[config.mk]
export PLATFORM = sky130hd
export DESIGN_NAME = igp_host_ctrl
export DESIGN_NICKNAME = d
export VERILOG_FILES = /design/src/shared/igp_pkg.sv /design/src/shared/igp_phase_if.sv /design/src/hdl/igp_host_ctrl.sv /design/src/hdl/igp_dead_time.sv
export SDC_FILE = /design/constraint.sdc
export NUM_CORES = 1
export LEC_CHECK = 0
export BUFFER_PORTS_ARGS = -buffer_cell sky130_fd_sc_hd__buf_2
export CORE_ASPECT_RATIO = 2
export CORE_UTILIZATION = 40
export CTS_BUF_LIST = sky130_fd_sc_hd__clkbuf_8
export DETAILED_ROUTE_END_ITERATION = 16
export GPL_ROUTABILITY_DRIVEN = 0
export HOLD_SLACK_MARGIN = 0.15
export PLACE_DENSITY = 0.68
export SLEW_MARGIN = 20
export SYNTH_ARGS = -nofsm -noshare
export SYNTH_HDL_FRONTEND = slang
export SYNTH_HIERARCHICAL = 1
export SYNTH_SLANG_ARGS = --single-unit
[constraint.sdc]
create_clock -name i_mclk -period 2 [get_ports i_mclk]
set_input_delay 0.1 -clock i_mclk [delete_from_list [all_inputs] [get_ports i_mclk]]
set_output_delay 0.1 -clock i_mclk [all_outputs]
set_load 0.01 [all_outputs]
[src/shared/igp_pkg.sv]
/*
  Constants and types for the host-side controller of the inverter gate
  driver protection logic.
  Assumes a 200 MHz system clock.
*/
package igp_pkg;
  // =========================================================
  // clock and timing
  // =========================================================
  localparam int CLK_PERIOD_PS = 5000;
  localparam int FAULT_HOLD_NS = 26000;
  localparam int SHUTDOWN_PULSE_NS = 3000;
  localparam int RESTART_WAIT_MS = 2000;
  localparam int HOLD_WITHIN_NS = 15000;
  localparam int SHUTDOWN_PULSE_CYC = (SHUTDOWN_PULSE_NS * 1000 +
    CLK_PERIOD_PS - 1) / CLK_PERIOD_PS;
  localparam longint RESTART_WAIT_CYC =
    (64'(RESTART_WAIT_MS) * 64'd1000000000 + CLK_PERIOD_PS - 1) /
    CLK_PERIOD_PS;
  localparam int DEAD_TIME_NS = 1000;
  localparam int DEAD_TIME_CYC = (DEAD_TIME_NS * 1000 + CLK_PERIOD_PS - 1)
    / CLK_PERIOD_PS;
  localparam int NUM_PHASES = 3;
  localparam int CNT_W = 32;

  typedef enum logic [3:0] {
    IGP_ST_RUN = 4'h1,
    IGP_ST_STOP = 4'h2,
    IGP_ST_WAIT = 4'h4,
    IGP_ST_SHDN = 4'h8
  } igp_state_t;
endpackage : igp_pkg

[src/shared/igp_phase_if.sv]
/*
  Per-phase command bundle between the controller and its phase shaper.
  Assumes both ends on the same clock.
*/
`timescale 1ns/100ps
interface igp_phase_if;
  logic [2:0] want_high;
  logic [2:0] want_low;
  logic enable;
  logic [2:0] high_side_cmd;
  logic [2:0] low_side_cmd;
  modport ctrl (output want_high, output want_low, output enable,
    input high_side_cmd, input low_side_cmd);
  modport shaper (input want_high, input want_low, input enable,
    output high_side_cmd, output low_side_cmd);
endinterface : igp_phase_if

[src/hdl/igp_host_ctrl.sv]
/*
  Host-side controller for the three-phase gate driver: drives per-phase
  commands, watches the wired fault line and may pull it low to shut down.
  Assumes the fault line has an external pull-up and the pins are async.
*/
`timescale 1ns/100ps
// What this block does
// - drive all commands low when line falls
// - wait two seconds before restarting motor
// - hold shutdown low three microseconds, then high through the restart wait
// - host inserts its own dead time
module igp_host_ctrl
  import igp_pkg::*;
#(
  parameter longint RESTART_CYC = RESTART_WAIT_CYC,
  parameter int DEAD_CYC = DEAD_TIME_CYC
) (
  input wire logic i_mclk,
  input wire logic i_rst_b,
  input wire logic [2:0] i_want_high,
  input wire logic [2:0] i_want_low,
  input wire logic i_run,
  input wire logic i_shutdown_req,
  input wire logic i_fault_line_in,
  output logic o_fault_line_out,
  output logic o_fault_line_oe,
  output logic [2:0] o_high_side_cmd,
  output logic [2:0] o_low_side_cmd,
  output logic o_fault_seen,
  output logic o_ready
);
  // =========================================================
  // fault line synchroniser and fall detect
  // =========================================================
  logic fl_meta_ff;
  logic fl_sync_ff;
  logic fl_prev_ff;
  always_ff @(posedge i_mclk) begin
    if (!i_rst_b) begin
      fl_meta_ff <= 1'b1;
      fl_sync_ff <= 1'b1;
      fl_prev_ff <= 1'b1;
    end else begin
      fl_meta_ff <= i_fault_line_in;
      fl_sync_ff <= fl_meta_ff;
      fl_prev_ff <= fl_sync_ff;
    end
  end
  logic ext_low;
  // a low we did not cause is a device fault (own pulls excluded)
  assign ext_low = !fl_sync_ff && !o_fault_line_oe;

  // =========================================================
  // state machine
  // =========================================================
  igp_state_t state_ff;
  logic [CNT_W-1:0] pulse_cnt_ff;
  // 64 bits, although the two-second default of 400000000 cycles fits in CNT_W
  logic [63:0] wait_cnt_ff;
  always_ff @(posedge i_mclk) begin
    if (!i_rst_b) begin
      state_ff <= IGP_ST_STOP;
    end else begin
      case (state_ff)
        IGP_ST_RUN: begin
          if (ext_low) state_ff <= IGP_ST_WAIT;
          else if (i_shutdown_req) state_ff <= IGP_ST_SHDN;
          else if (!i_run) state_ff <= IGP_ST_STOP;
        end
        IGP_ST_STOP: begin
          if (ext_low) state_ff <= IGP_ST_WAIT;
          else if (i_shutdown_req) state_ff <= IGP_ST_SHDN;
          else if (i_run) state_ff <= IGP_ST_RUN;
        end
        IGP_ST_SHDN: begin
          // the low level stands at least the minimum pulse width
          if (pulse_cnt_ff >= CNT_W'(SHUTDOWN_PULSE_CYC) &&
              !i_shutdown_req) begin
            state_ff <= IGP_ST_WAIT;
          end
        end
        IGP_ST_WAIT: begin
          if (wait_cnt_ff >= 64'(RESTART_CYC) && fl_sync_ff)
            state_ff <= IGP_ST_STOP;
        end
        default: state_ff <= IGP_ST_STOP;
      endcase
    end
  end

  // shutdown pulse width counter
  always_ff @(posedge i_mclk) begin
    if (!i_rst_b || state_ff != IGP_ST_SHDN) pulse_cnt_ff <= '0;
    else if (pulse_cnt_ff < CNT_W'(SHUTDOWN_PULSE_CYC))
      pulse_cnt_ff <= pulse_cnt_ff + CNT_W'(1);
  end

  // restart wait: restarts while the line is still low, so the two
  // seconds count from the end of the fault
  always_ff @(posedge i_mclk) begin
    if (!i_rst_b || state_ff != IGP_ST_WAIT || !fl_sync_ff)
      wait_cnt_ff <= '0;
    else if (wait_cnt_ff < 64'(RESTART_CYC))
      wait_cnt_ff <= wait_cnt_ff + 64'd1;
  end

  // =========================================================
  // fault line drive: high time after a shutdown is kept by WAIT
  // =========================================================
  always_ff @(posedge i_mclk) begin
    if (!i_rst_b) begin
      o_fault_line_oe <= 1'b0;
      o_fault_line_out <= 1'b0;
    end else begin
      o_fault_line_out <= 1'b0;
      o_fault_line_oe <= (state_ff == IGP_ST_SHDN);
    end
  end

  always_ff @(posedge i_mclk) begin
    if (!i_rst_b) begin
      o_fault_seen <= 1'b0;
      o_ready <= 1'b0;
    end else begin
      o_fault_seen <= (state_ff == IGP_ST_WAIT);
      o_ready <= (state_ff == IGP_ST_STOP) || (state_ff == IGP_ST_RUN);
    end
  end

  // =========================================================
  // commands through the dead-time shaper
  // =========================================================
  igp_phase_if pif ();
  logic run_en;
  // enable drops combinationally on a fault so commands fall next edge
  assign run_en = (state_ff == IGP_ST_RUN) && !ext_low;
  assign pif.want_high = i_want_high;
  assign pif.want_low = i_want_low;
  assign pif.enable = run_en;

  igp_dead_time #(.DEAD_CYC(DEAD_CYC)) igp_dead_time_inst (
    .i_mclk(i_mclk),
    .i_rst_b(i_rst_b),
    .pif(pif)
  );

  always_ff @(posedge i_mclk) begin
    if (!i_rst_b || !run_en) begin
      o_high_side_cmd <= 3'h0;
      o_low_side_cmd <= 3'h0;
    end else begin
      o_high_side_cmd <= pif.high_side_cmd;
      o_low_side_cmd <= pif.low_side_cmd;
    end
  end

  // =========================================================
  // checks
  // =========================================================
  cmds_drop_a: assert property (@(posedge i_mclk) disable iff (!i_rst_b)
    fl_prev_ff && !fl_sync_ff && !o_fault_line_oe |-> ##[1:3]
    (o_high_side_cmd == 3'h0 && o_low_side_cmd == 3'h0))
    else $error("commands not dropped after fault");
  no_overlap_a: assert property (@(posedge i_mclk) disable iff (!i_rst_b)
    (o_high_side_cmd & o_low_side_cmd) == 3'h0)
    else $error("overlapping phase commands");
  no_run_wait_a: assert property (@(posedge i_mclk) disable iff (!i_rst_b)
    state_ff == IGP_ST_WAIT |=> !(state_ff == IGP_ST_RUN))
    else $error("ran straight from wait");
  restart_gap_a: assert property (@(posedge i_mclk) disable iff (!i_rst_b)
    $past(state_ff) == IGP_ST_WAIT && state_ff == IGP_ST_STOP |->
    $past(wait_cnt_ff) >= 64'(RESTART_CYC))
    else $error("restart before wait elapsed");
  shdn_width_a: assert property (@(posedge i_mclk) disable iff (!i_rst_b)
    $fell(o_fault_line_oe) |-> $past(pulse_cnt_ff, 2) >=
    CNT_W'(SHUTDOWN_PULSE_CYC))
    else $error("shutdown pulse too short");
  shdn_quiet_a: assert property (@(posedge i_mclk) disable iff (!i_rst_b)
    o_fault_line_oe |->
    (o_high_side_cmd | o_low_side_cmd) == 3'h0)
    else $error("commands during shutdown");
  hold_low_a: assert property (@(posedge i_mclk) disable iff (!i_rst_b)
    $rose(o_fault_line_oe) |=> o_fault_line_oe [*8])
    else $error("shutdown low released early");
  drive_low_a: assert property (@(posedge i_mclk) disable iff (!i_rst_b)
    o_fault_line_oe |-> !o_fault_line_out)
    else $error("open drain driven high");
  fault_quiet_a: assert property (
    @(posedge i_mclk) disable iff (!i_rst_b)
    o_fault_seen |-> (o_high_side_cmd | o_low_side_cmd) == 3'h0)
    else $error("commands during fault wait");

  run_c: cover property (@(posedge i_mclk) state_ff == IGP_ST_RUN);
  fault_c: cover property (@(posedge i_mclk)
    state_ff == IGP_ST_RUN ##1 state_ff == IGP_ST_WAIT);
  shdn_c: cover property (@(posedge i_mclk) $fell(o_fault_line_oe));
  restart_c: cover property (@(posedge i_mclk)
    state_ff == IGP_ST_WAIT ##1 state_ff == IGP_ST_STOP);
  stop_c: cover property (@(posedge i_mclk)
    state_ff == IGP_ST_RUN ##1 state_ff == IGP_ST_STOP);
endmodule : igp_host_ctrl

[src/hdl/igp_dead_time.sv]
/*
  Dead-time shaper: turns wanted phase levels into high_side_cmd and
  low_side_cmd with a gap when one side is wanted while the other is on, never both high.
  Assumes enable low forces all commands low at once.
*/
`timescale 1ns/100ps
module igp_dead_time
  import igp_pkg::*;
#(
  parameter int DEAD_CYC = DEAD_TIME_CYC
) (
  input wire logic i_mclk,
  input wire logic i_rst_b,
  igp_phase_if.shaper pif
);
  // =========================================================
  // per-phase gap counter
  // =========================================================
  for (genvar p = 0; p < NUM_PHASES; p++) begin : g_ph
    logic [15:0] gap_ff;
    logic hi_ff;
    logic lo_ff;
    always_ff @(posedge i_mclk) begin
      if (!i_rst_b || !pif.enable) begin
        hi_ff <= 1'b0;
        lo_ff <= 1'b0;
        gap_ff <= 16'(DEAD_CYC);
      end else if (pif.want_high[p] && pif.want_low[p]) begin
        // an overlap request is never honoured
        hi_ff <= 1'b0;
        lo_ff <= 1'b0;
        gap_ff <= 16'(DEAD_CYC);
      end else if ((pif.want_high[p] && lo_ff) ||
                   (pif.want_low[p] && hi_ff)) begin
        hi_ff <= 1'b0;
        lo_ff <= 1'b0;
        gap_ff <= 16'(DEAD_CYC);
      end else if (gap_ff != 16'h0000) begin
        gap_ff <= gap_ff - 16'h0001;
        hi_ff <= hi_ff & pif.want_high[p];
        lo_ff <= lo_ff & pif.want_low[p];
      end else begin
        hi_ff <= pif.want_high[p];
        lo_ff <= pif.want_low[p];
      end
    end
    assign pif.high_side_cmd[p] = hi_ff;
    assign pif.low_side_cmd[p] = lo_ff;

    never_both_a: assert property (@(posedge i_mclk) disable iff (!i_rst_b)
      !(hi_ff && lo_ff)) else $error("both commands high");
  end
endmodule : igp_dead_time

==> results.json, run 1 <==
{
  "gr-total-overflow": 0,
  "violations": "setup timing",
  "reg2reg_to": "wait_cnt_ff[27]",
  "setup_viol": 20,
  "antenna_found_initial": 0,
  "setup_slack_ns": -0.1285,
  "vdd_ir_drop_max_uv": 504.2,
  "path_common_cell": "or4_1",
  "initial_core_util": 0.4076,
  "diodes": 0,
  "syn_area_um2": 6799,
  "cts_inserted_buffers": 17,
  "tightest_slew_ns": 0.5865,
  "ys_top_cells_by_count": "dfxtp_1, nor2_1, and3_1, nand2_1",
  "layoutNonFillerInstCount": 1046,
  "drt-vias-per-instance": 5.373,
  "grt_pass1_vias": 5623,
  "placed_cells": 998,
  "area_delta_synth_final_pct": 20.87,
  "vias": 5620,
  "start_kind": "flip-flop",
  "synth_top_area_cell": "dfxtp_1",
  "clockRootBuffer": "clkbuf_8",
  "rsz0062_at_grt": "yes",
  "drive_gt1_frac": 0.2014,
  "rr_worst_depth": 7,
  "yosysWarnings": 6,
  "fin_skew_ns": 0.009757,
  "min_to": "fl_sync_ff",
  "synthDistinctLibCells": 56,
  "min-delay-start": "fl_meta_ff",
  "slew_viol_final": 0,
  "slew_headroom": 0.6054,
  "die_w_um": 94.19,
  "startpoint": "wait_cnt_ff[11]",
  "core-area_um2": 16680,
  "cp.arrival_ns": 2.51,
  "fillCellCount": 1559,
  "fmax_ghz": 0.4698,
  "crit_type": "reg2reg",
  "r2r-start": "wait_cnt_ff[11]",
  "end_kind": "flip-flop",
  "synth_top_area_frac": 0.4858,
  "synth-edff-count": 0,
  "hold_viol": 0,
  "wire_per_inst_um": 13.99,
  "syn_inst": 735,
  "critPathMaxStageDelay_ns": 0.50,
  "clock-sinks": 165,
  "clock_latency_ns": 0.45,
  "ys.flop_type": "dfxtp_1",
  "rows": 67,
  "syn_avg_cell_area_um2": 9.250,
  "grt_max_degree": 28,
  "hold_path_depth": 1,
  "r2r_setup_slack_ns": -0.13,
  "power_density_nw_per_um2": 734.4,
  "clockBufferDepth": 2,
  "ys_top_cells_by_area": "dfxtp_1, and3_1, nor2_1",
  "nets": 845,
  "critPathRequiredTime_ns": 2.38,
  "dr.pass1.iters": 4,
  "path_cells": "or4_1 > o211ai_1 > a211o_1 > buf_4 > nand2_4 > or4_1 > a21oi_1",
  "ff_latch_area_um2": 3307,
  "clk_pin_slew_ns": 0.09,
  "die_y_um": 186.4,
  "critPathMaxFanout": 5,
  "final_core_util": 0.4926,
  "numPortBuffers": 19,
  "crit_path_top_delay_cell": "or4_1",
  "power_leakage_nw": 3.263,
  "ys_seq_area_frac": 0.4858,
  "dieArea_um2": 17550,
  "hpwl_um": 10520,
  "htreeDepth": 4,
  "status": "complete, but fails checks",
  "drc": 0,
  "tritoncts": "built",
  "synthArstFlopShare": 0,
  "synth_fp_nets": 753,
  "period_needed_ns": 2.129,
  "drtAntennaViolNets": 0,
  "finalCritPeriodShare": 1.064,
  "post-synth-top-count-cell": "dfxtp_1",
  "synth_seq_cells": 165,
  "first_iter_violations": 265,
  "io_pins": 21,
  "hold_class": "reg2reg",
  "multiInputGateArea_um2": 3392,
  "maxCapViolCount": 0,
  "grt_use_total": 0.1775,
  "grt_pass1_wl_um": 24770,
  "wl_um": 14630
}
per-layer routing:
layer  global-route usage  vias to the layer above  share of wire
li1                     -                     2837              -
met3              0.03586                       28          0.024
met1               0.1721                     2682           0.39
met2               0.3342                       73           0.56
met5                    0                        -              0
met4              0.09822                        0          0.029
worst max-delay path: cells and delay by family (launching register included):
family                 cells  cell delay, ns
AND/OR/NAND/NOR            3            1.04
AO/OA/AOI/OAI              3            0.56
flip-flops                 1            0.32
buffers and inverters      1            0.14
sequential cells by signal, summed over array words and instances, names as in the netlist:
name and flops:
fl_sync_ff 1, o_high_side_cmd 3, o_fault_line_oe 1, igp_dead_time_inst/g_ph.hi_ff 3
fl_meta_ff 1, igp_dead_time_inst/g_ph.lo_ff 3, o_ready 1, igp_dead_time_inst/g_ph.gap_ff 48
state_ff 4, o_low_side_cmd 3, o_fault_seen 1, pulse_cnt_ff 32
wait_cnt_ff 64
layout make-up:
class	instances	area share
Multi-Input combinational cell	520	0.4128
Sequential cell	165	0.4024
Timing Repair Buffer	106	0.09790
Clock buffer	19	0.03182
Tap cell	207	0.03152
Clock inverter	12	0.01583
Inverter	17	0.007765
cells by family (layout without fill, tap and decap cells):
| group | count (synthesis) | in the layout | share of synthesized area |
|---|---|---|---|
| AO/OA/AOI/OAI | 120 | 120 | 0.1139 |
| XOR/XNOR | 32 | 32 | 0.04122 |
| adder cells (fa/ha/maj) | 7 | 7 | 0.01288 |
| buffers and inverters | 50 | 154 | 0.03257 |
| flip-flops | 165 | 165 | 0.4858 |
| multiplexers | 8 | 8 | 0.01178 |
| other | 1 | 1 | 0.0005516 |
| AND/OR/NAND/NOR | 352 | 352 | 0.3013 |
per-stage QoR:
stage	worst slack, ns	hold slack (ns)	TNS [ns]	power (mW)	instance area [µm²]
floorplan	-0.06425	0.2015	-0.06425	3.609	6819
global placement	-0.06816	0.3255	-0.4883	3.721	7543
detailed placement	-0.08434	0.3320	-0.5247	3.722	7543
CTS	-0.09534	0.4030	-0.5327	6.107	8083
global route	-0.2517	0.4016	-4.137	6.295	8218
finish	-0.1285	0.4231	-1.287	6.036	8218
power breakdown:
part	total (mW)	internal, mW	leakage [nW]	switching, mW
logic	0.326	0.143	1.74	0.183
registers	3.34	3.32	1.33	0.0240
clock network	2.37	1.17	0.192	1.20
timing repair:
item,in CTS,in global routing
hold buffers,10,0
pin swaps,6,12
endpoints found under the setup margin,14,45
hold endpoints to repair,31,0
setup buffers,2,5
gates resized for setup,10,21
worst max path at each step:
stage,endpoint,depth (start not counted)
detailed placement,wait_cnt_ff[21],7
CTS,wait_cnt_ff[26],7
finish,wait_cnt_ff[27],7
global route,wait_cnt_ff[24],7
global placement,state_ff[1],7
floorplan,wait_cnt_ff[25],7
cells in the final DEF (no fill, tap or decap), types with 18 or more instances in the layout:
master,synthesis,final
nor4_1,25,23
clkbuf_8,0,19
buf_4,7,71
nand2_1,38,36
a21oi_1,37,33
xor2_1,25,25
buf_2,5,19
or3_1,22,21
nand4_1,28,28
dfxtp_1,165,162
and2_1,37,37
o21ai_0,28,27
inv_1,17,18
nor2_1,64,64
and3_1,40,40
(Power assumes the default switching activity.)
==> inputs of run 2 (changes only) <==
--- a/config.mk
+++ b/config.mk
@@ -7,12 +7,12 @@
 export LEC_CHECK = 0
 export BUFFER_PORTS_ARGS = -buffer_cell sky130_fd_sc_hd__buf_2
 export CORE_ASPECT_RATIO = 2
-export CORE_UTILIZATION = 40
+export CORE_UTILIZATION = 45
 export CTS_BUF_LIST = sky130_fd_sc_hd__clkbuf_8
 export DETAILED_ROUTE_END_ITERATION = 16
-export GPL_ROUTABILITY_DRIVEN = 0
+export GPL_ROUTABILITY_DRIVEN = 1
 export HOLD_SLACK_MARGIN = 0.15
-export PLACE_DENSITY = 0.68
+export PLACE_DENSITY = 0.74
 export SLEW_MARGIN = 20
 export SYNTH_ARGS = -nofsm -noshare
 export SYNTH_HDL_FRONTEND = slang
==> run 2 against run 1 <==
Effect of this change: the run still ends with setup timing left; die area shrank 11%; via count grew 0.94%; clock power grew 10%; sequential power is essentially flat; non-clock buffer count shrank 8; clock skew grew 0.0095 ns; critical path depth is the same; critical path type unchanged; critical endpoint is now wait_cnt_ff[26]; largest power group unchanged.
==> results.json, run 2 (synthesized netlist as in run 1, its figures left out) <==
{
  "hold_viol": 0,
  "crit_type": "reg2reg",
  "die_w_um": 88.92,
  "hpwl_um": 10250,
  "dr.pass1.iters": 5,
  "initial_core_util": 0.4588,
  "setup_viol": 16,
  "grt_max_degree": 39,
  "cp.arrival_ns": 2.54,
  "setup_slack_ns": -0.1571,
  "drive_gt1_frac": 0.2082,
  "clockRootBuffer": "clkbuf_8",
  "fin_skew_ns": 0.01921,
  "finalCritPeriodShare": 1.079,
  "fillCellCount": 1370,
  "first_iter_violations": 254,
  "nets": 837,
  "slew_headroom": 0.5688,
  "path_cells": "or4_1 > o211ai_1 > a211o_1 > buf_4 > nand4_4 > or4_1 > a21oi_1",
  "diodes": 0,
  "wire_per_inst_um": 14.20,
  "min_to": "fl_sync_ff",
  "critPathRequiredTime_ns": 2.38,
  "area_delta_synth_final_pct": 21.09,
  "io_pins": 21,
  "slew_viol_final": 0,
  "crit_path_top_delay_cell": "or4_1",
  "clockBufferDepth": 2,
  "drt-vias-per-instance": 5.529,
  "reg_top3": "wait_cnt_ff: 64 flops, igp_dead_time_inst/g_ph.gap_ff: 48 flops, pulse_cnt_ff: 32 flops",
  "drc": 0,
  "hold_class": "reg2reg",
  "clk_pin_slew_ns": 0.10,
  "cts_inserted_buffers": 17,
  "numPortBuffers": 19,
  "final_cell_mix": "dfxtp_1, nor2_1, buf_4",
  "regMostFlops": "wait_cnt_ff",
  "grt_pass1_wl_um": 24760,
  "start_kind": "flip-flop",
  "wl_um": 14570,
  "violations": "setup timing",
  "end_kind": "flip-flop",
  "preCtsSetupSlack_ns": -0.1107,
  "core-area_um2": 14820,
  "path_common_cell": "or4_1",
  "gp_congestion": 0.8356,
  "grt_pass1_vias": 5663,
  "r2r_setup_slack_ns": -0.16,
  "power_leakage_nw": 3.265,
  "vdd_ir_drop_max_uv": 576.9,
  "status": "complete, but fails checks",
  "period_needed_ns": 2.157,
  "vias": 5673,
  "rr_worst_depth": 7,
  "hold_path_depth": 1,
  "clock-sinks": 165,
  "final_core_util": 0.5556,
  "drtAntennaViolNets": 0,
  "maxCapViolCount": 0,
  "gr-total-overflow": 0,
  "antenna_found_initial": 0,
  "die_y_um": 175.8,
  "mostFrequentLayoutCell": "dfxtp_1",
  "rows": 63,
  "largest_reg_flops": 64,
  "tritoncts": "built",
  "power_density_nw_per_um2": 762.1,
  "min-delay-start": "fl_meta_ff",
  "critPathMaxFanout": 5,
  "reg2reg_to": "wait_cnt_ff[26]",
  "r2r-start": "wait_cnt_ff[12]",
  "rsz0062_at_grt": "yes",
  "htreeDepth": 4,
  "dieArea_um2": 15630,
  "critPathMaxStageDelay_ns": 0.49,
  "fmax_ghz": 0.4636,
  "clock_latency_ns": 0.46,
  "grt_use_total": 0.2017,
  "tightest_slew_ns": 0.6408
}
[run 2: worst max-delay path, delay by kind of cell, from the launching register on]
kind,cells,cell delay [ns]
compound gates,3,0.59
buf+inv,1,0.15
flops,1,0.33
simple gates,3,1.02
[run 2: metrics by stage]
step                      total power, mW  instances   TNS, ns  instance area (µm²)  hold WS [ns]
after detailed placement            3.717        980   -0.8528                 7483        0.3380
final                               6.274       1026    -1.062                 8233        0.4219
after global routing                6.496       1026    -3.503                 8233        0.4191
after CTS                           6.323       1022    -1.129                 8039        0.3894
after global placement              3.712        980   -0.3931                 7483        0.3304
after floorplan                     3.609        735  -0.06425                 6819        0.2015
[run 2: cell type report]
class | count | area (µm²) | share of cell area
flip-flops and latches | 165 | 3312 | 0.4023
repair buffers | 98 | 750.7 | 0.09119
inverters | 17 | 63.81 | 0.007751
clock inverters | 13 | 180.2 | 0.02188
multi-input cells | 520 | 3435 | 0.4172
clock buffers | 18 | 247.7 | 0.03009
well taps | 195 | 244.0 | 0.02964
[run 2: repair_timing]
item,4_1_cts,5_1_grt
endpoints found under the setup margin,15,48
resized for setup,4,39
pin swaps,0,25
buffers inserted,0,4
hold buffers,11,0
endpoints found under the hold margin,14,0
[run 2: layer usage]
metal,GRT usage,vias to the layer above,part of all wire,wire length [µm]
met5,0,-,0,0
met4,0.1149,0,0.034,499
met3,0.03712,35,0.029,429
met2,0.3686,82,0.55,8033
met1,0.2066,2724,0.38,5609
li1,-,2832,-,-
[run 2: how the worst max path moves through the flow]
| stage | from | endpoint | slack (ns) | depth (start not counted) |
|---|---|---|---|---|
| floorplan | wait_cnt_ff[59] | wait_cnt_ff[25] | -0.06 | 7 |
| global placement | wait_cnt_ff[11] | wait_cnt_ff[24] | -0.07 | 7 |
| detailed placement | wait_cnt_ff[11] | wait_cnt_ff[26] | -0.11 | 7 |
| CTS | wait_cnt_ff[12] | wait_cnt_ff[26] | -0.14 | 7 |
| global route | wait_cnt_ff[12] | wait_cnt_ff[26] | -0.23 | 7 |
| finish | wait_cnt_ff[12] | wait_cnt_ff[26] | -0.16 | 7 |
[run 2: where the power goes]
group          internal, mW  switching, mW
clock network          1.31           1.30
logic                 0.140          0.180
registers              3.32         0.0290
